### src/fpd_defines.vh
`ifndef FPD_DEFINES_VH
`define FPD_DEFINES_VH

// command codes of the byte register port
`define FPD_CMD_FAULT_CFG    8'h2D
`define FPD_CMD_SUPPLY_V     8'h2E

// field positions in four_pair_fault_config
`define FPD_THR_SEL_LO       0
`define FPD_PCT_EN_LO        2
`define FPD_CFG_RESET        8'h00
`define FPD_SUPPLY_RESET     14'h0000

// operating mode codes of a channel pair
`define FPD_MODE_OFF         2'h0
`define FPD_MODE_MANUAL      2'h1
`define FPD_MODE_SEMI        2'h2
`define FPD_MODE_AUTO        2'h3

// current levels in ADC codes (step about 70.19 uA)
`define FPD_I_4P5MA          14'h0040
`define FPD_I_6P5MA          14'h005C
`define FPD_I_75MA           14'h042C
`define FPD_I_30MA           14'h01AB
`define FPD_I_MIN_HOLD       14'h005C

// hold timing in microseconds and derived cycle counts
`define FPD_CLK_MHZ          16'h0019
`define FPD_DROPOUT_US       16'h012C
`define FPD_PULSE_US         16'h003C
`define FPD_DROPOUT_CYC      (`FPD_DROPOUT_US * `FPD_CLK_MHZ)
`define FPD_PULSE_CYC        (`FPD_PULSE_US * `FPD_CLK_MHZ)
`define FPD_TMR_W            16

`endif

### src/fpd_hold_timer.v
`timescale 1ns/1ps
`default_nettype none
`include "fpd_defines.vh"

module fpd_hold_timer (
    input  wire                   sys_clk,
    input  wire                   sys_rst,
    input  wire                   run,
    input  wire [`FPD_TMR_W-1:0]  limit,
    output reg                    expired_r
);

    reg [`FPD_TMR_W-1:0] cnt_r;    // cycles spent below level

    // count while the channel stays below its level; any rise restarts
    always @(posedge sys_clk or posedge sys_rst) begin
        if (sys_rst) begin
            cnt_r     <= {`FPD_TMR_W{1'b0}};
            expired_r <= 1'b0;
        end else if (!run) begin
            cnt_r     <= {`FPD_TMR_W{1'b0}};
            expired_r <= 1'b0;
        end else if (cnt_r >= limit) begin
            // saturate so a long dip cannot wrap back to zero
            expired_r <= 1'b1;
        end else begin
            cnt_r <= cnt_r + {{(`FPD_TMR_W-1){1'b0}}, 1'b1};
        end
    end

endmodule
`default_nettype wire

### src/fpd_reg_port.v
`timescale 1ns/1ps
`default_nettype none
`include "fpd_defines.vh"

module fpd_reg_port (
    input  wire         sys_clk,
    input  wire         sys_rst,
    input  wire         cmd_stb,
    input  wire [7:0]   cmd_byte,
    input  wire         wr_stb,
    input  wire [7:0]   wr_byte,
    input  wire         rd_stb,
    input  wire [1:0]   hw_set_pct,
    input  wire [1:0]   hw_set_thr,
    input  wire [1:0]   hw_thr_val,
    input  wire         supply_stb,
    input  wire [13:0]  supply_code,
    output reg  [7:0]   cfg_r,
    output reg  [7:0]   rd_byte_r,
    output reg          rd_valid_r
);

    reg [7:0]  cmd_r;              // current command code
    reg        ptr_r;              // byte pointer of a two-byte read
    reg [13:0] volt_r;             // supply_voltage_reading contents
    reg [5:0]  hi_snap_r;          // high byte frozen at low-byte read
    reg [7:0]  cfg_nxt;
    integer    i;

    // software write first, hardware sets after so that a set wins
    always @* begin
        cfg_nxt = cfg_r;
        if (wr_stb && cmd_r == `FPD_CMD_FAULT_CFG) begin
            cfg_nxt = wr_byte;
        end
        for (i = 0; i < 2; i = i + 1) begin
            if (hw_set_pct[i]) begin
                cfg_nxt[`FPD_PCT_EN_LO+i] = 1'b1;
            end
            if (hw_set_thr[i]) begin
                cfg_nxt[`FPD_THR_SEL_LO+i] = hw_thr_val[i];
            end
        end
    end

    // command latch, config store and voltage store
    always @(posedge sys_clk or posedge sys_rst) begin
        if (sys_rst) begin
            cmd_r  <= 8'h00;
            cfg_r  <= `FPD_CFG_RESET;
            volt_r <= `FPD_SUPPLY_RESET;
        end else begin
            if (cmd_stb) begin
                cmd_r <= cmd_byte;
            end
            cfg_r <= cfg_nxt;
            if (supply_stb) begin
                volt_r <= supply_code;
            end
        end
    end

    // read path; unmapped commands read as zero, writes to read-only are ignored
    always @(posedge sys_clk or posedge sys_rst) begin
        if (sys_rst) begin
            ptr_r      <= 1'b0;
            hi_snap_r  <= 6'h00;
            rd_byte_r  <= 8'h00;
            rd_valid_r <= 1'b0;
        end else begin
            rd_valid_r <= rd_stb;
            if (cmd_stb) begin
                ptr_r <= 1'b0;
            end else if (rd_stb) begin
                ptr_r <= ~ptr_r;
                if (cmd_r == `FPD_CMD_FAULT_CFG) begin
                    rd_byte_r <= cfg_r;
                end else if (cmd_r == `FPD_CMD_SUPPLY_V) begin
                    if (!ptr_r) begin
                        rd_byte_r <= volt_r[7:0];
                        hi_snap_r <= volt_r[13:8];
                    end else begin
                        rd_byte_r <= {2'b00, hi_snap_r};
                    end
                end else begin
                    rd_byte_r <= 8'h00;
                end
            end
        end
    end

endmodule
`default_nettype wire

### src/fpd_fault_mgmt.v
// What this block does
// - cleared enable bit skips summed power check
// - current-limit faults always drop channels
// - auto modes set enable for single-signature
// - select bit picks 4.5mA or 6.5mA, manual always 6.5mA
// - dual signature: select set, per-channel disconnect
// - single signature select follows assigned class
// - class 0-4 low select: immediate partial disconnect
// - disabled channel returns above 75 mA
// - summed check off in partial or below 30mA
// - class 5-8 high select: both must drop
// - select cleared later: 6.5mA per channel
// - manual modes: independent, fault flag set
// - supply voltage held as 14-bit code
// - voltage read low byte then high
// - supply measured against analog ground
// - set enable bit applies summed power check
`timescale 1ns/1ps
`default_nettype none
`include "fpd_defines.vh"

module fpd_fault_mgmt #(
    parameter [`FPD_TMR_W-1:0] DROP_CYC  = `FPD_DROPOUT_CYC,
    parameter [`FPD_TMR_W-1:0] PULSE_CYC = `FPD_PULSE_CYC
) (
    input  wire         sys_clk,
    input  wire         sys_rst,
    // byte register port fed by the serial bus engine
    input  wire         cmd_stb,
    input  wire [7:0]   cmd_byte,
    input  wire         wr_stb,
    input  wire [7:0]   wr_byte,
    input  wire         rd_stb,
    output wire [7:0]   rd_byte,
    output wire         rd_valid,
    // supply converter result, referred to analog ground
    input  wire         supply_stb,
    input  wire [13:0]  supply_code,
    // per pair: load and power-up information
    input  wire [1:0]   pair_turn_on,
    input  wire [1:0]   pair_four_pair,
    input  wire [1:0]   pair_dual_sig,
    input  wire [7:0]   pair_class,
    input  wire [3:0]   pair_mode,
    // per channel: current code and limit fault
    input  wire [55:0]  ch_current,
    input  wire [3:0]   current_limit_fault,
    output wire [3:0]   ch_enable,
    output wire [3:0]   disconnect_fault_flag,
    output wire [1:0]   summed_cut_active,
    output wire [1:0]   partial_disconnect,
    output wire [7:0]   four_pair_fault_config
);

    // true when a current code sits below a level
    function below;
        input [13:0] cur;
        input [13:0] lvl;
        begin
            below = (cur < lvl);
        end
    endfunction

    wire [7:0]  cfg;                // live four_pair_fault_config
    wire [3:0]  tmr_exp;            // hold timer expired per channel
    wire [3:0]  tmr_run;            // hold timer running per channel
    wire [1:0]  set_pct;            // hardware set of summed enable
    wire [1:0]  set_thr;            // hardware write of select bit
    wire [1:0]  thr_val;            // value written with set_thr
    wire [1:0]  manual_w;           // pair latched in manual mode

    assign four_pair_fault_config = cfg;

    // voltage register lives in the port
    // code arrives from the ground-referred converter
    fpd_reg_port u_regs (
        .sys_clk     (sys_clk),
        .sys_rst     (sys_rst),
        .cmd_stb     (cmd_stb),
        .cmd_byte    (cmd_byte),
        .wr_stb      (wr_stb),
        .wr_byte     (wr_byte),
        .rd_stb      (rd_stb),
        .hw_set_pct  (set_pct),
        .hw_set_thr  (set_thr),
        .hw_thr_val  (thr_val),
        .supply_stb  (supply_stb),
        .supply_code (supply_code),
        .cfg_r       (cfg),
        .rd_byte_r   (rd_byte),
        .rd_valid_r  (rd_valid)
    );

    genvar c;
    genvar p;

    // one dropout timer per channel
    generate
        for (c = 0; c < 4; c = c + 1) begin : g_ch
            wire        man  = manual_w[c/2];
            wire        thr  = cfg[`FPD_THR_SEL_LO + c/2];
            wire [13:0] cur  = ch_current[c*14 +: 14];
            wire [13:0] lvl;
            wire [`FPD_TMR_W-1:0] lim;
            // cleared bit falls back to 6.5mA
            assign lvl = man ? `FPD_I_MIN_HOLD :
                         (thr ? `FPD_I_4P5MA : `FPD_I_6P5MA);
            assign lim = man ? DROP_CYC : DROP_CYC + PULSE_CYC;
            assign tmr_run[c] = ch_enable[c] & below(cur, lvl);
            fpd_hold_timer u_tmr (
                .sys_clk   (sys_clk),
                .sys_rst   (sys_rst),
                .run       (tmr_run[c]),
                .limit     (lim),
                .expired_r (tmr_exp[c])
            );
        end
    endgenerate

    // disconnect control for each channel pair
    generate
        for (p = 0; p < 2; p = p + 1) begin : g_pair
            reg  [1:0]  en_r;           // channel enables a, b
            reg  [1:0]  disf_r;         // disconnect fault pulses
            reg         partial_r;      // one channel parked low
            reg         dual_r;         // load latched as dual sig
            reg         four_r;         // port latched as 4-pair
            reg         man_r;          // powered in manual/diag
            reg  [3:0]  cls_r;          // assigned class at turn-on
            reg         pct_set_r;      // set summed enable pulse
            reg         thr_set_r;      // write select bit pulse
            reg         thr_val_r;      // value for select bit
            reg         cut_r;          // summed check active
            reg  [1:0]  en_nxt;
            reg  [1:0]  disf_nxt;
            reg         partial_nxt;
            wire [13:0] cur_a = ch_current[(2*p)*14 +: 14];
            wire [13:0] cur_b = ch_current[(2*p+1)*14 +: 14];
            wire        thr   = cfg[`FPD_THR_SEL_LO + p];
            wire        pct   = cfg[`FPD_PCT_EN_LO + p];
            wire [1:0]  exp_w = tmr_exp[2*p+1 : 2*p];
            wire [1:0]  low_w;
            wire [1:0]  mode  = pair_mode[2*p +: 2];
            wire [3:0]  cls   = pair_class[4*p +: 4];
            wire        hi_cls = (cls_r >= 4'h5);
            wire        auto_m = (mode == `FPD_MODE_AUTO) ||
                                 (mode == `FPD_MODE_SEMI);

            // immediate below-level view for partial disconnect
            assign low_w[0] = below(cur_a, `FPD_I_6P5MA);
            assign low_w[1] = below(cur_b, `FPD_I_6P5MA);

            // next channel state from faults and disconnect policy
            always @* begin
                en_nxt      = en_r;
                disf_nxt    = 2'b00;
                partial_nxt = partial_r;
                if (!four_r || man_r || dual_r || (!thr && hi_cls)) begin
                    disf_nxt    = exp_w & en_r;
                    en_nxt      = en_r & ~exp_w;
                end else if (thr) begin
                    if (&exp_w) begin
                        disf_nxt = en_r;
                        en_nxt   = 2'b00;
                    end
                end else if (!partial_r) begin
                    // park the low channel at once
                    if (en_r == 2'b11 && low_w[1]) begin
                        en_nxt      = 2'b01;
                        partial_nxt = 1'b1;
                    end else if (en_r == 2'b11 && low_w[0]) begin
                        en_nxt      = 2'b10;
                        partial_nxt = 1'b1;
                    end else begin
                        disf_nxt = exp_w & en_r;
                        en_nxt   = en_r & ~exp_w;
                    end
                end else if (|(exp_w & en_r)) begin
                    // remaining channel lost its hold current
                    disf_nxt    = en_r;
                    en_nxt      = 2'b00;
                    partial_nxt = 1'b0;
                end else if ((en_r[0] && !below(cur_a, `FPD_I_75MA)) ||
                             (en_r[1] && !below(cur_b, `FPD_I_75MA))) begin
                    en_nxt      = 2'b11;
                    partial_nxt = 1'b0;
                end
                // limit faults act regardless of config
                en_nxt = en_nxt & ~current_limit_fault[2*p+1 : 2*p];
                if (en_nxt == 2'b00) begin
                    partial_nxt = 1'b0;
                end
            end

            // turn-on latches the load type and requests bit updates
            always @(posedge sys_clk or posedge sys_rst) begin
                if (sys_rst) begin
                    en_r      <= 2'b00;
                    disf_r    <= 2'b00;
                    partial_r <= 1'b0;
                    dual_r    <= 1'b0;
                    four_r    <= 1'b0;
                    man_r     <= 1'b0;
                    cls_r     <= 4'h0;
                    pct_set_r <= 1'b0;
                    thr_set_r <= 1'b0;
                    thr_val_r <= 1'b0;
                end else if (pair_turn_on[p]) begin
                    en_r      <= ~current_limit_fault[2*p+1 : 2*p];
                    disf_r    <= 2'b00;
                    partial_r <= 1'b0;
                    dual_r    <= pair_dual_sig[p];
                    four_r    <= pair_four_pair[p];
                    man_r     <= (mode == `FPD_MODE_MANUAL);
                    cls_r     <= cls;
                    pct_set_r <= pair_four_pair[p] && !pair_dual_sig[p] && auto_m;
                    // dual loads force the 4.5mA level outside manual mode
                    thr_set_r <= pair_four_pair[p];
                    thr_val_r <= pair_dual_sig[p] | (cls >= 4'h5);
                end else begin
                    en_r      <= en_nxt;
                    disf_r    <= disf_nxt;
                    partial_r <= partial_nxt;
                    pct_set_r <= 1'b0;
                    thr_set_r <= 1'b0;
                end
            end

            // summed four-pair power check qualification
            always @(posedge sys_clk or posedge sys_rst) begin
                if (sys_rst) begin
                    cut_r <= 1'b0;
                end else begin
                    // suspended in partial or low current
                    cut_r <= pct && four_r && (en_r == 2'b11) && !partial_r &&
                             !below(cur_a, `FPD_I_30MA) &&
                             !below(cur_b, `FPD_I_30MA);
                end
            end

            assign ch_enable[2*p+1 : 2*p]             = en_r;
            assign disconnect_fault_flag[2*p+1 : 2*p] = disf_r;
            assign summed_cut_active[p]               = cut_r;
            assign partial_disconnect[p]              = partial_r;
            assign manual_w[p]                        = man_r;
            assign set_pct[p]                         = pct_set_r;
            assign set_thr[p]                         = thr_set_r;
            assign thr_val[p]                         = thr_val_r;
        end
    endgenerate

endmodule
`default_nettype wire

### config.mk
export PLATFORM = sky130hd
export DESIGN_NAME = fpd_fault_mgmt
export DESIGN_NICKNAME = d
export VERILOG_FILES = /design/src/fpd_hold_timer.v /design/src/fpd_reg_port.v /design/src/fpd_fault_mgmt.v
export VERILOG_INCLUDE_DIRS = /design/src
export SDC_FILE = /design/constraint.sdc
export NUM_CORES = 1
export LEC_CHECK = 0
export BUFFER_PORTS_ARGS = -buffer_cell sky130_fd_sc_hd__buf_2
export CAP_MARGIN = 20
export CORE_MARGIN = 10
export CORE_UTILIZATION = 25
export CTS_CLUSTER_DIAMETER = 60
export DETAILED_ROUTE_END_ITERATION = 8
export PLACE_DENSITY = 0.5
export SLEW_MARGIN = 20
export SYNTH_ARGS = -nofsm -noshare
export SYNTH_HDL_FRONTEND = slang
export SYNTH_SLANG_ARGS = --single-unit
### constraint.sdc
create_clock -name sys_clk -period 13.5 [get_ports sys_clk]
set_input_delay 4.05 -clock sys_clk [delete_from_list [all_inputs] [get_ports sys_clk]]
set_output_delay 4.05 -clock sys_clk [all_outputs]
set_load 0.01 [all_outputs]
==> results_dict.tcl, run 1 <==
set metrics [dict create \
    pwr-share-clk_pct 45.6 \
    hp-class "reg2reg" \
    gp_congestion 0.824 \
    dr.pass1.iters 5 \
    worst_ep_required_time_ns 13.86 \
    power_mw 1.05 \
    p_sw_share_pct 27.4 \
    drtIter0Drc 308 \
    start_util_pct 25.5 \
    chipHeight_um 203 \
    worstReg2RegStart "g_ch[2].man" \
    port_buffers 142 \
    nNetsFinal 1146 \
    r2r-end "g_ch[3].u_tmr.cnt_r[11]" \
    syn_avg_cell_area_sq_um 9.85 \
    viasPerCell 4.78 \
    syn_to_final_growth_pct 21.3 \
    drc 0 \
    ys_top_cells_by_area "dfrtp_1 (44%), ha_1 (7.2%), mux2_2 (5.7%)" \
    synthCells 848 \
    cts_buffers 17 \
    fin_skew_ns 0.0137 \
    min_period_ns 5.99 \
    synthMuxAreaShare_pct 7.07 \
    synthTopCellsByCount "dfrtp_1 (146), nor2_1 (62), nand2_1 (54)" \
    peakVddDrop_mv 0.0774 \
    maxSlewHeadroom_pct 31.3 \
    max_freq_ghz 0.167 \
    fp-row-count 66 \
    drv_slew 0 \
    r2r_slack_ns 9.76 \
    num_vias 6872 \
    clk_latency_ns 0.44 \
    worst_setup_path_start_kind "input port" \
    dp_hpwl_um 16000 \
    fillers 3446 \
    cellPowerDensity_nw_per_um2 104 \
    cts-root-buf "clkbuf_16" \
    synth_edf_count 0 \
    yosys.area_share.simple_pct 16.7 \
    end_kind "flip-flop" \
    ys.flop_type "dfrtp_1" \
    crit_end "g_pair[0].partial_r" \
    crit_start "ch_current[27]" \
    crit_arrival_ns 6.35 \
    cp_max_fo 5 \
    yosysWarnings 0 \
    status "complete, no violations" \
    p_leak_nw 4.43 \
    antenna_found_initial 0 \
    synthAdderAreaFrac_pct 7.19 \
    drive_above_1_share_pct 23.8 \
    seqPwrFrac_pct 44.9 \
    grt_max_degree 81 \
    finalSetupViolations 0 \
    yosys.area.top_type "dfrtp_1" \
    drt-total-wl_um 21800 \
    rsz0062_at_grt "no" \
    hold_viol_final 0 \
    cts.path.max_buffers 2 \
    grt_pass1_vias 7017 \
    comb_power_share_pct 9.4 \
    num_io_pins 143 \
    grt-ovfl-total 0 \
    cts_tree "yes" \
    postCtsHoldBufs 0 \
    synth_top_family_by_area "compound AO/OA/AOI/OAI gates" \
    internal-power_mw 0.764 \
    r2r_cells 8 \
    ant_nets 0 \
    synth_nets 1010 \
    core_area_sq_um 32800 \
    synth_most_common_cell "dfrtp_1" \
    htreeDepth 4 \
    ys_ff_latch 146 \
    criticalPathCategory "in2reg" \
    grt_pass1_wl_um 36600 \
    async_reset_ff_share_pct 100 \
    dieArea_sq_um 41100 \
    synth_compound_area_share_pct 18.8 \
    cts_resized 0 \
    worst_pin_slew_ns 1.03 \
    period_share_pct 44.4 \
    tns_ns 0 \
    grt_usage_pct 10.7 \
    wire_per_inst_um 15.1 \
    switching_power_mw 0.288 \
    clk_pin_slew_ns 0.07 \
    synth_top_area_share_pct 43.7 \
    syn_area_sq_um 8360 \
    clock_sinks 146 \
    synth-xor-area-share_pct 2.94 \
    maxCapViolCount 0 \
    seq_area_frac_synth_pct 43.7 \
    postCtsSetupRepairBufs 0 \
    die_w_um 203 \
    n_antenna_cell 0 \
    synth_cell_types 72 \
]
## metal layers
layer	routed length, um	GRT usage [%]	share of wire [%]
met1	10400	14.2	48
met2	10100	17.0	46
met3	1060	2.61	4.9
met4	243	2.77	1.1
met5	0	0	0
## layout by cell type (no fill, tap or decap), types with 7 or more instances in the layout
master and instances:
buf_2 142, a22oi_1 8, or3_1 15, nor2_1 62, nand3_1 22, nor3_1 26, nand4_1 8, and3_1 11
o211ai_1 17, nor4_1 10, a21o_1 9, inv_6 8, xor2_1 17, o21a_1 11, nor2b_1 7, a211oi_1 8
o21ai_1 8, xnor2_1 11, ha_1 48, inv_1 46, nand2_1 54, or4_1 16, o2111ai_1 9, o31ai_1 11
o21ai_0 48, a21oi_1 44, nand2b_1 9, clkbuf_16 17, dfrtp_1 146, mux2_2 42
## power groups by stage
stage / Clock, mW / Sequential [mW] / Combinational [mW]
2_1_floorplan: 0 / 0.472 / 0.0627
3_3_place_gp: 0 / 0.480 / 0.0988
3_5_place_dp: 0 / 0.481 / 0.101
4_1_cts: 0.496 / 0.472 / 0.101
5_1_grt: 0.516 / 0.475 / 0.113
6_report: 0.480 / 0.472 / 0.0992
## worst max-delay path, cell delays in order
cell and delay (ns):
buf_2 0.10, or4_1 0.61, a2111oi_0 0.86, a311oi_1 0.10, o32ai_1 0.38, nand2b_1 0.10, a21oi_1 0.14
## cells by family (layout without fill, tap and decap cells)
| family | Yosys count | in the layout |
|---|---|---|
| flip-flops | 146 | 146 |
| buffers and inverters | 77 | 226 |
| adder cells (fa/ha/maj) | 48 | 48 |
| AND/OR/NAND/NOR | 269 | 269 |
| XOR/XNOR | 28 | 28 |
| multiplexers | 53 | 53 |
| AO/OA/AOI/OAI | 227 | 227 |
## flip-flops by register name, summed over array words and instances (netlist names)
register	cells
u_regs.rd_byte_r	8
u_regs.volt_r	14
g_ch.u_tmr.expired_r	4
g_pair.thr_val_r	2
g_pair.en_r	4
g_ch.man	2
u_regs.cfg_r	8
u_regs.hi_snap_r	6
g_pair.pct_set_r	2
g_ch.u_tmr.cnt_r	64
g_pair.disf_r	4
g_pair.dual_r	2
g_pair.cls_r	8
u_regs.rd_valid_r	1
u_regs.cmd_r	8
u_regs.ptr_r	1
g_pair.partial_r	2
g_pair.thr_set_r	2
g_pair.four_r	2
g_pair.cut_r	2
## through the flow
step                      hold slack [ns]  setup slack [ns]  instances  area, sq um  util [%]
after floorplan                     0.413              5.53        848         8360         -
after global placement              0.422              7.10       1407         9540      29.1
after detailed placement            0.426              7.09       1407         9540      29.1
after CTS                           0.444              7.52       1439        10100      30.9
after global routing                0.453              7.33       1439        10100      30.9
final                               0.442              7.51       1439        10100      30.9
## how the worst min path moves through the flow
| stage | startpoint | end | slack (ns) | cells after the start |
|---|---|---|---|---|
| 2_1_floorplan | g_pair[0].pct_set_r | u_regs.cfg_r[2] | 0.41 | 1 |
| 3_3_place_gp | g_pair[1].pct_set_r | u_regs.cfg_r[3] | 0.42 | 1 |
| 3_5_place_dp | g_pair[1].pct_set_r | u_regs.cfg_r[3] | 0.43 | 1 |
| 4_1_cts | g_pair[0].pct_set_r | u_regs.cfg_r[2] | 0.44 | 1 |
| 5_1_grt | g_pair[0].pct_set_r | u_regs.cfg_r[2] | 0.45 | 1 |
| 6_report | g_pair[0].pct_set_r | u_regs.cfg_r[2] | 0.44 | 1 |
## final cells by class
| class | count | area (sq um) | share of cell area, % |
|---|---|---|---|
| timing repair buffer | 147 | 752 | 7.42 |
| tap | 442 | 553 | 5.46 |
| sequential | 146 | 3650 | 36.1 |
| inverter | 47 | 181 | 1.79 |
| clock inverter | 15 | 164 | 1.62 |
| multi-input combinational | 625 | 4400 | 43.5 |
| clock buffer | 17 | 425 | 4.20 |
(Power assumes the default switching activity.)
==> inputs of run 2 (changes only) <==
PLACE_DENSITY = 0.51   (was 0.5)
clock period = 5.05 ns   (was 13.5 ns; I/O delays follow)
==> run 2 against run 1 <==
Effect of this change:
- die area unchanged
- critical path type is now reg2reg
- critical endpoint is now g_ch[1].u_tmr.cnt_r[12]
- non-clock buffer count rose by 2
- register-to-register slack worse by 8.3 ns
- wire length up 1.1%
- critical path depth grew 1
- total power grew to 2.7 times the previous value
- final cell count rose by 0.28%
- flip-flop and latch count is the same
- highest routed layer is now met5
- utilization rose by 0.088 points
- global-route usage up 0.17 points
==> results_dict.tcl, run 2 (synthesis gave the netlist of run 1 again) <==
set metrics [dict create \
    status "complete, no violations" \
    p_leak_nw 4.43 \
    drv_slew 0 \
    worstReg2RegStart "g_ch[0].man" \
    r2r_slack_ns 1.42 \
    cellPowerDensity_nw_per_um2 276 \
    num_vias 6888 \
    fp-row-count 66 \
    dieArea_sq_um 41100 \
    core_area_sq_um 32800 \
    cts_buffers 17 \
    final_area_sq_um 10200 \
    largest_register_ffs 64 \
    dr.pass1.iters 7 \
    crit_arrival_ns 3.97 \
    hold_viol_final 0 \
    maxSlewHeadroom_pct 31.1 \
    wire_per_inst_um 15.3 \
    num_io_pins 143 \
    grt_max_degree 89 \
    r2r_cells 8 \
    grt_pass1_wl_um 37000 \
    end_kind "flip-flop" \
    antenna_found_initial 4 \
    chipHeight_um 203 \
    period_share_pct 72.0 \
    fin_skew_ns 0.0114 \
    peakVddDrop_mv 0.231 \
    nNetsFinal 1148 \
    clk_pin_slew_ns 0.06 \
    cts_resized 0 \
    cts_tree "yes" \
    r2r-end "g_ch[1].u_tmr.cnt_r[12]" \
    finalSetupViolations 0 \
    worst_ep_required_time_ns 5.38 \
    crit_end "g_ch[1].u_tmr.cnt_r[12]" \
    holdWs_ns 0.452 \
    criticalPathCategory "reg2reg" \
    crit_start "g_ch[0].man" \
    clk_latency_ns 0.43 \
    worst_pin_slew_ns 1.03 \
    min_period_ns 3.63 \
    placed_area_sq_um 9560 \
    cts.path.max_buffers 2 \
    dp_cells 1409 \
    die_w_um 203 \
    maxCapViolCount 0 \
    worst_setup_path_start_kind "flip-flop" \
    clock_sinks 146 \
    gp_congestion 0.807 \
    grt_pass1_vias 7021 \
    cts-root-buf "clkbuf_16" \
    ant_nets 0 \
    tns_ns 0 \
    drt-total-wl_um 22000 \
    drtIter0Drc 361 \
    dp_hpwl_um 16500 \
    layout_commonest_cell "dfrtp_1" \
    syn_to_final_growth_pct 21.6 \
    grt_usage_pct 10.8 \
    regMostFlops "g_ch.u_tmr.cnt_r" \
    drive_above_1_share_pct 23.9 \
    postCtsHoldBufs 0 \
    postCtsSetupRepairBufs 0 \
    start_util_pct 25.5 \
    power_mw 2.80 \
    cp_max_fo 14 \
    layout_common_cells "dfrtp_1 (146), buf_2 (142), nor2_1 (62)" \
    max_freq_ghz 0.275 \
    instances_no_fill 1443 \
    htreeDepth 4 \
    grt-ovfl-total 0 \
    rsz0062_at_grt "no" \
    fillers 3469 \
    viasPerCell 4.77 \
    largestRegisters "g_ch.u_tmr.cnt_r: 64 flops, u_regs.volt_r: 14 flops" \
    drc 0 \
    hp-class "reg2reg" \
    port_buffers 142 \
]
[run 2: cell types whose count changed in the layout (fill, tap and decap cells not counted), sizes merged]
| cell | change |
|---|---|
| diode | +2 |
| clkbuf | +1 |
| clkinvlp | +4 |
| buf | +2 |
| inv | -6 |
| bufinv | +1 |
[run 2: critical path, stage by stage (launching register included)]
cell and delay (ns):
dfrtp_1 0.63, inv_1 0.29, ha_1 0.38, and4_1 0.22
a221o_1 0.35, a2111oi_4 0.46, o21ai_1 0.44, or4_1 0.61
a21oi_1 0.16
[run 2: how the worst min path moves through the flow]
| stage | startpoint | end | slack, ns | depth (start not counted) |
|---|---|---|---|---|
| floorplan | g_pair[0].pct_set_r | u_regs.cfg_r[2] | 0.41 | 1 |
| global placement | g_pair[0].pct_set_r | u_regs.cfg_r[2] | 0.42 | 1 |
| global route | g_pair[0].pct_set_r | u_regs.cfg_r[2] | 0.48 | 1 |
| detailed placement | g_pair[0].pct_set_r | u_regs.cfg_r[2] | 0.43 | 1 |
| finish | g_pair[1].pct_set_r | u_regs.cfg_r[3] | 0.45 | 1 |
| CTS | g_pair[1].pct_set_r | u_regs.cfg_r[3] | 0.46 | 1 |
[run 2: layout make-up]
cell class              instances  area, sq um  area share (%)
clock buffers                  18          439            4.32
diodes                          2         5.00          0.0492
well taps                     442          553            5.44
multi-input cells             625         4400            43.3
clock inverters                14          153            1.50
inverters                      47          180            1.77
flip-flops and latches        146         3650            36.0
repair buffers                149          776            7.63
[run 2: through the flow]
step	setup WS (ns)	util (%)
after global placement	1.27	29.2
final	1.42	31.0
after global routing	1.18	31.0
after floorplan	1.62	-
after detailed placement	1.25	29.2
after CTS	1.38	31.0
[run 2: routing by layer]
layer | track usage (%) | up-vias | share of wire [%]
met1 | 13.8 | 3316 | 47
met3 | 3.31 | 24 | 5.3
met2 | 17.6 | 129 | 47
met5 | 0 | - | 0.11
met4 | 2.42 | 4 | 0.98
li1 | - | 3415 | -
[run 2: power breakdown]
group	internal [mW]	switching [mW]	total, mW
Sequential	1.21	0.0487	1.26
Combinational	0.126	0.139	0.265
Clock	0.748	0.526	1.27
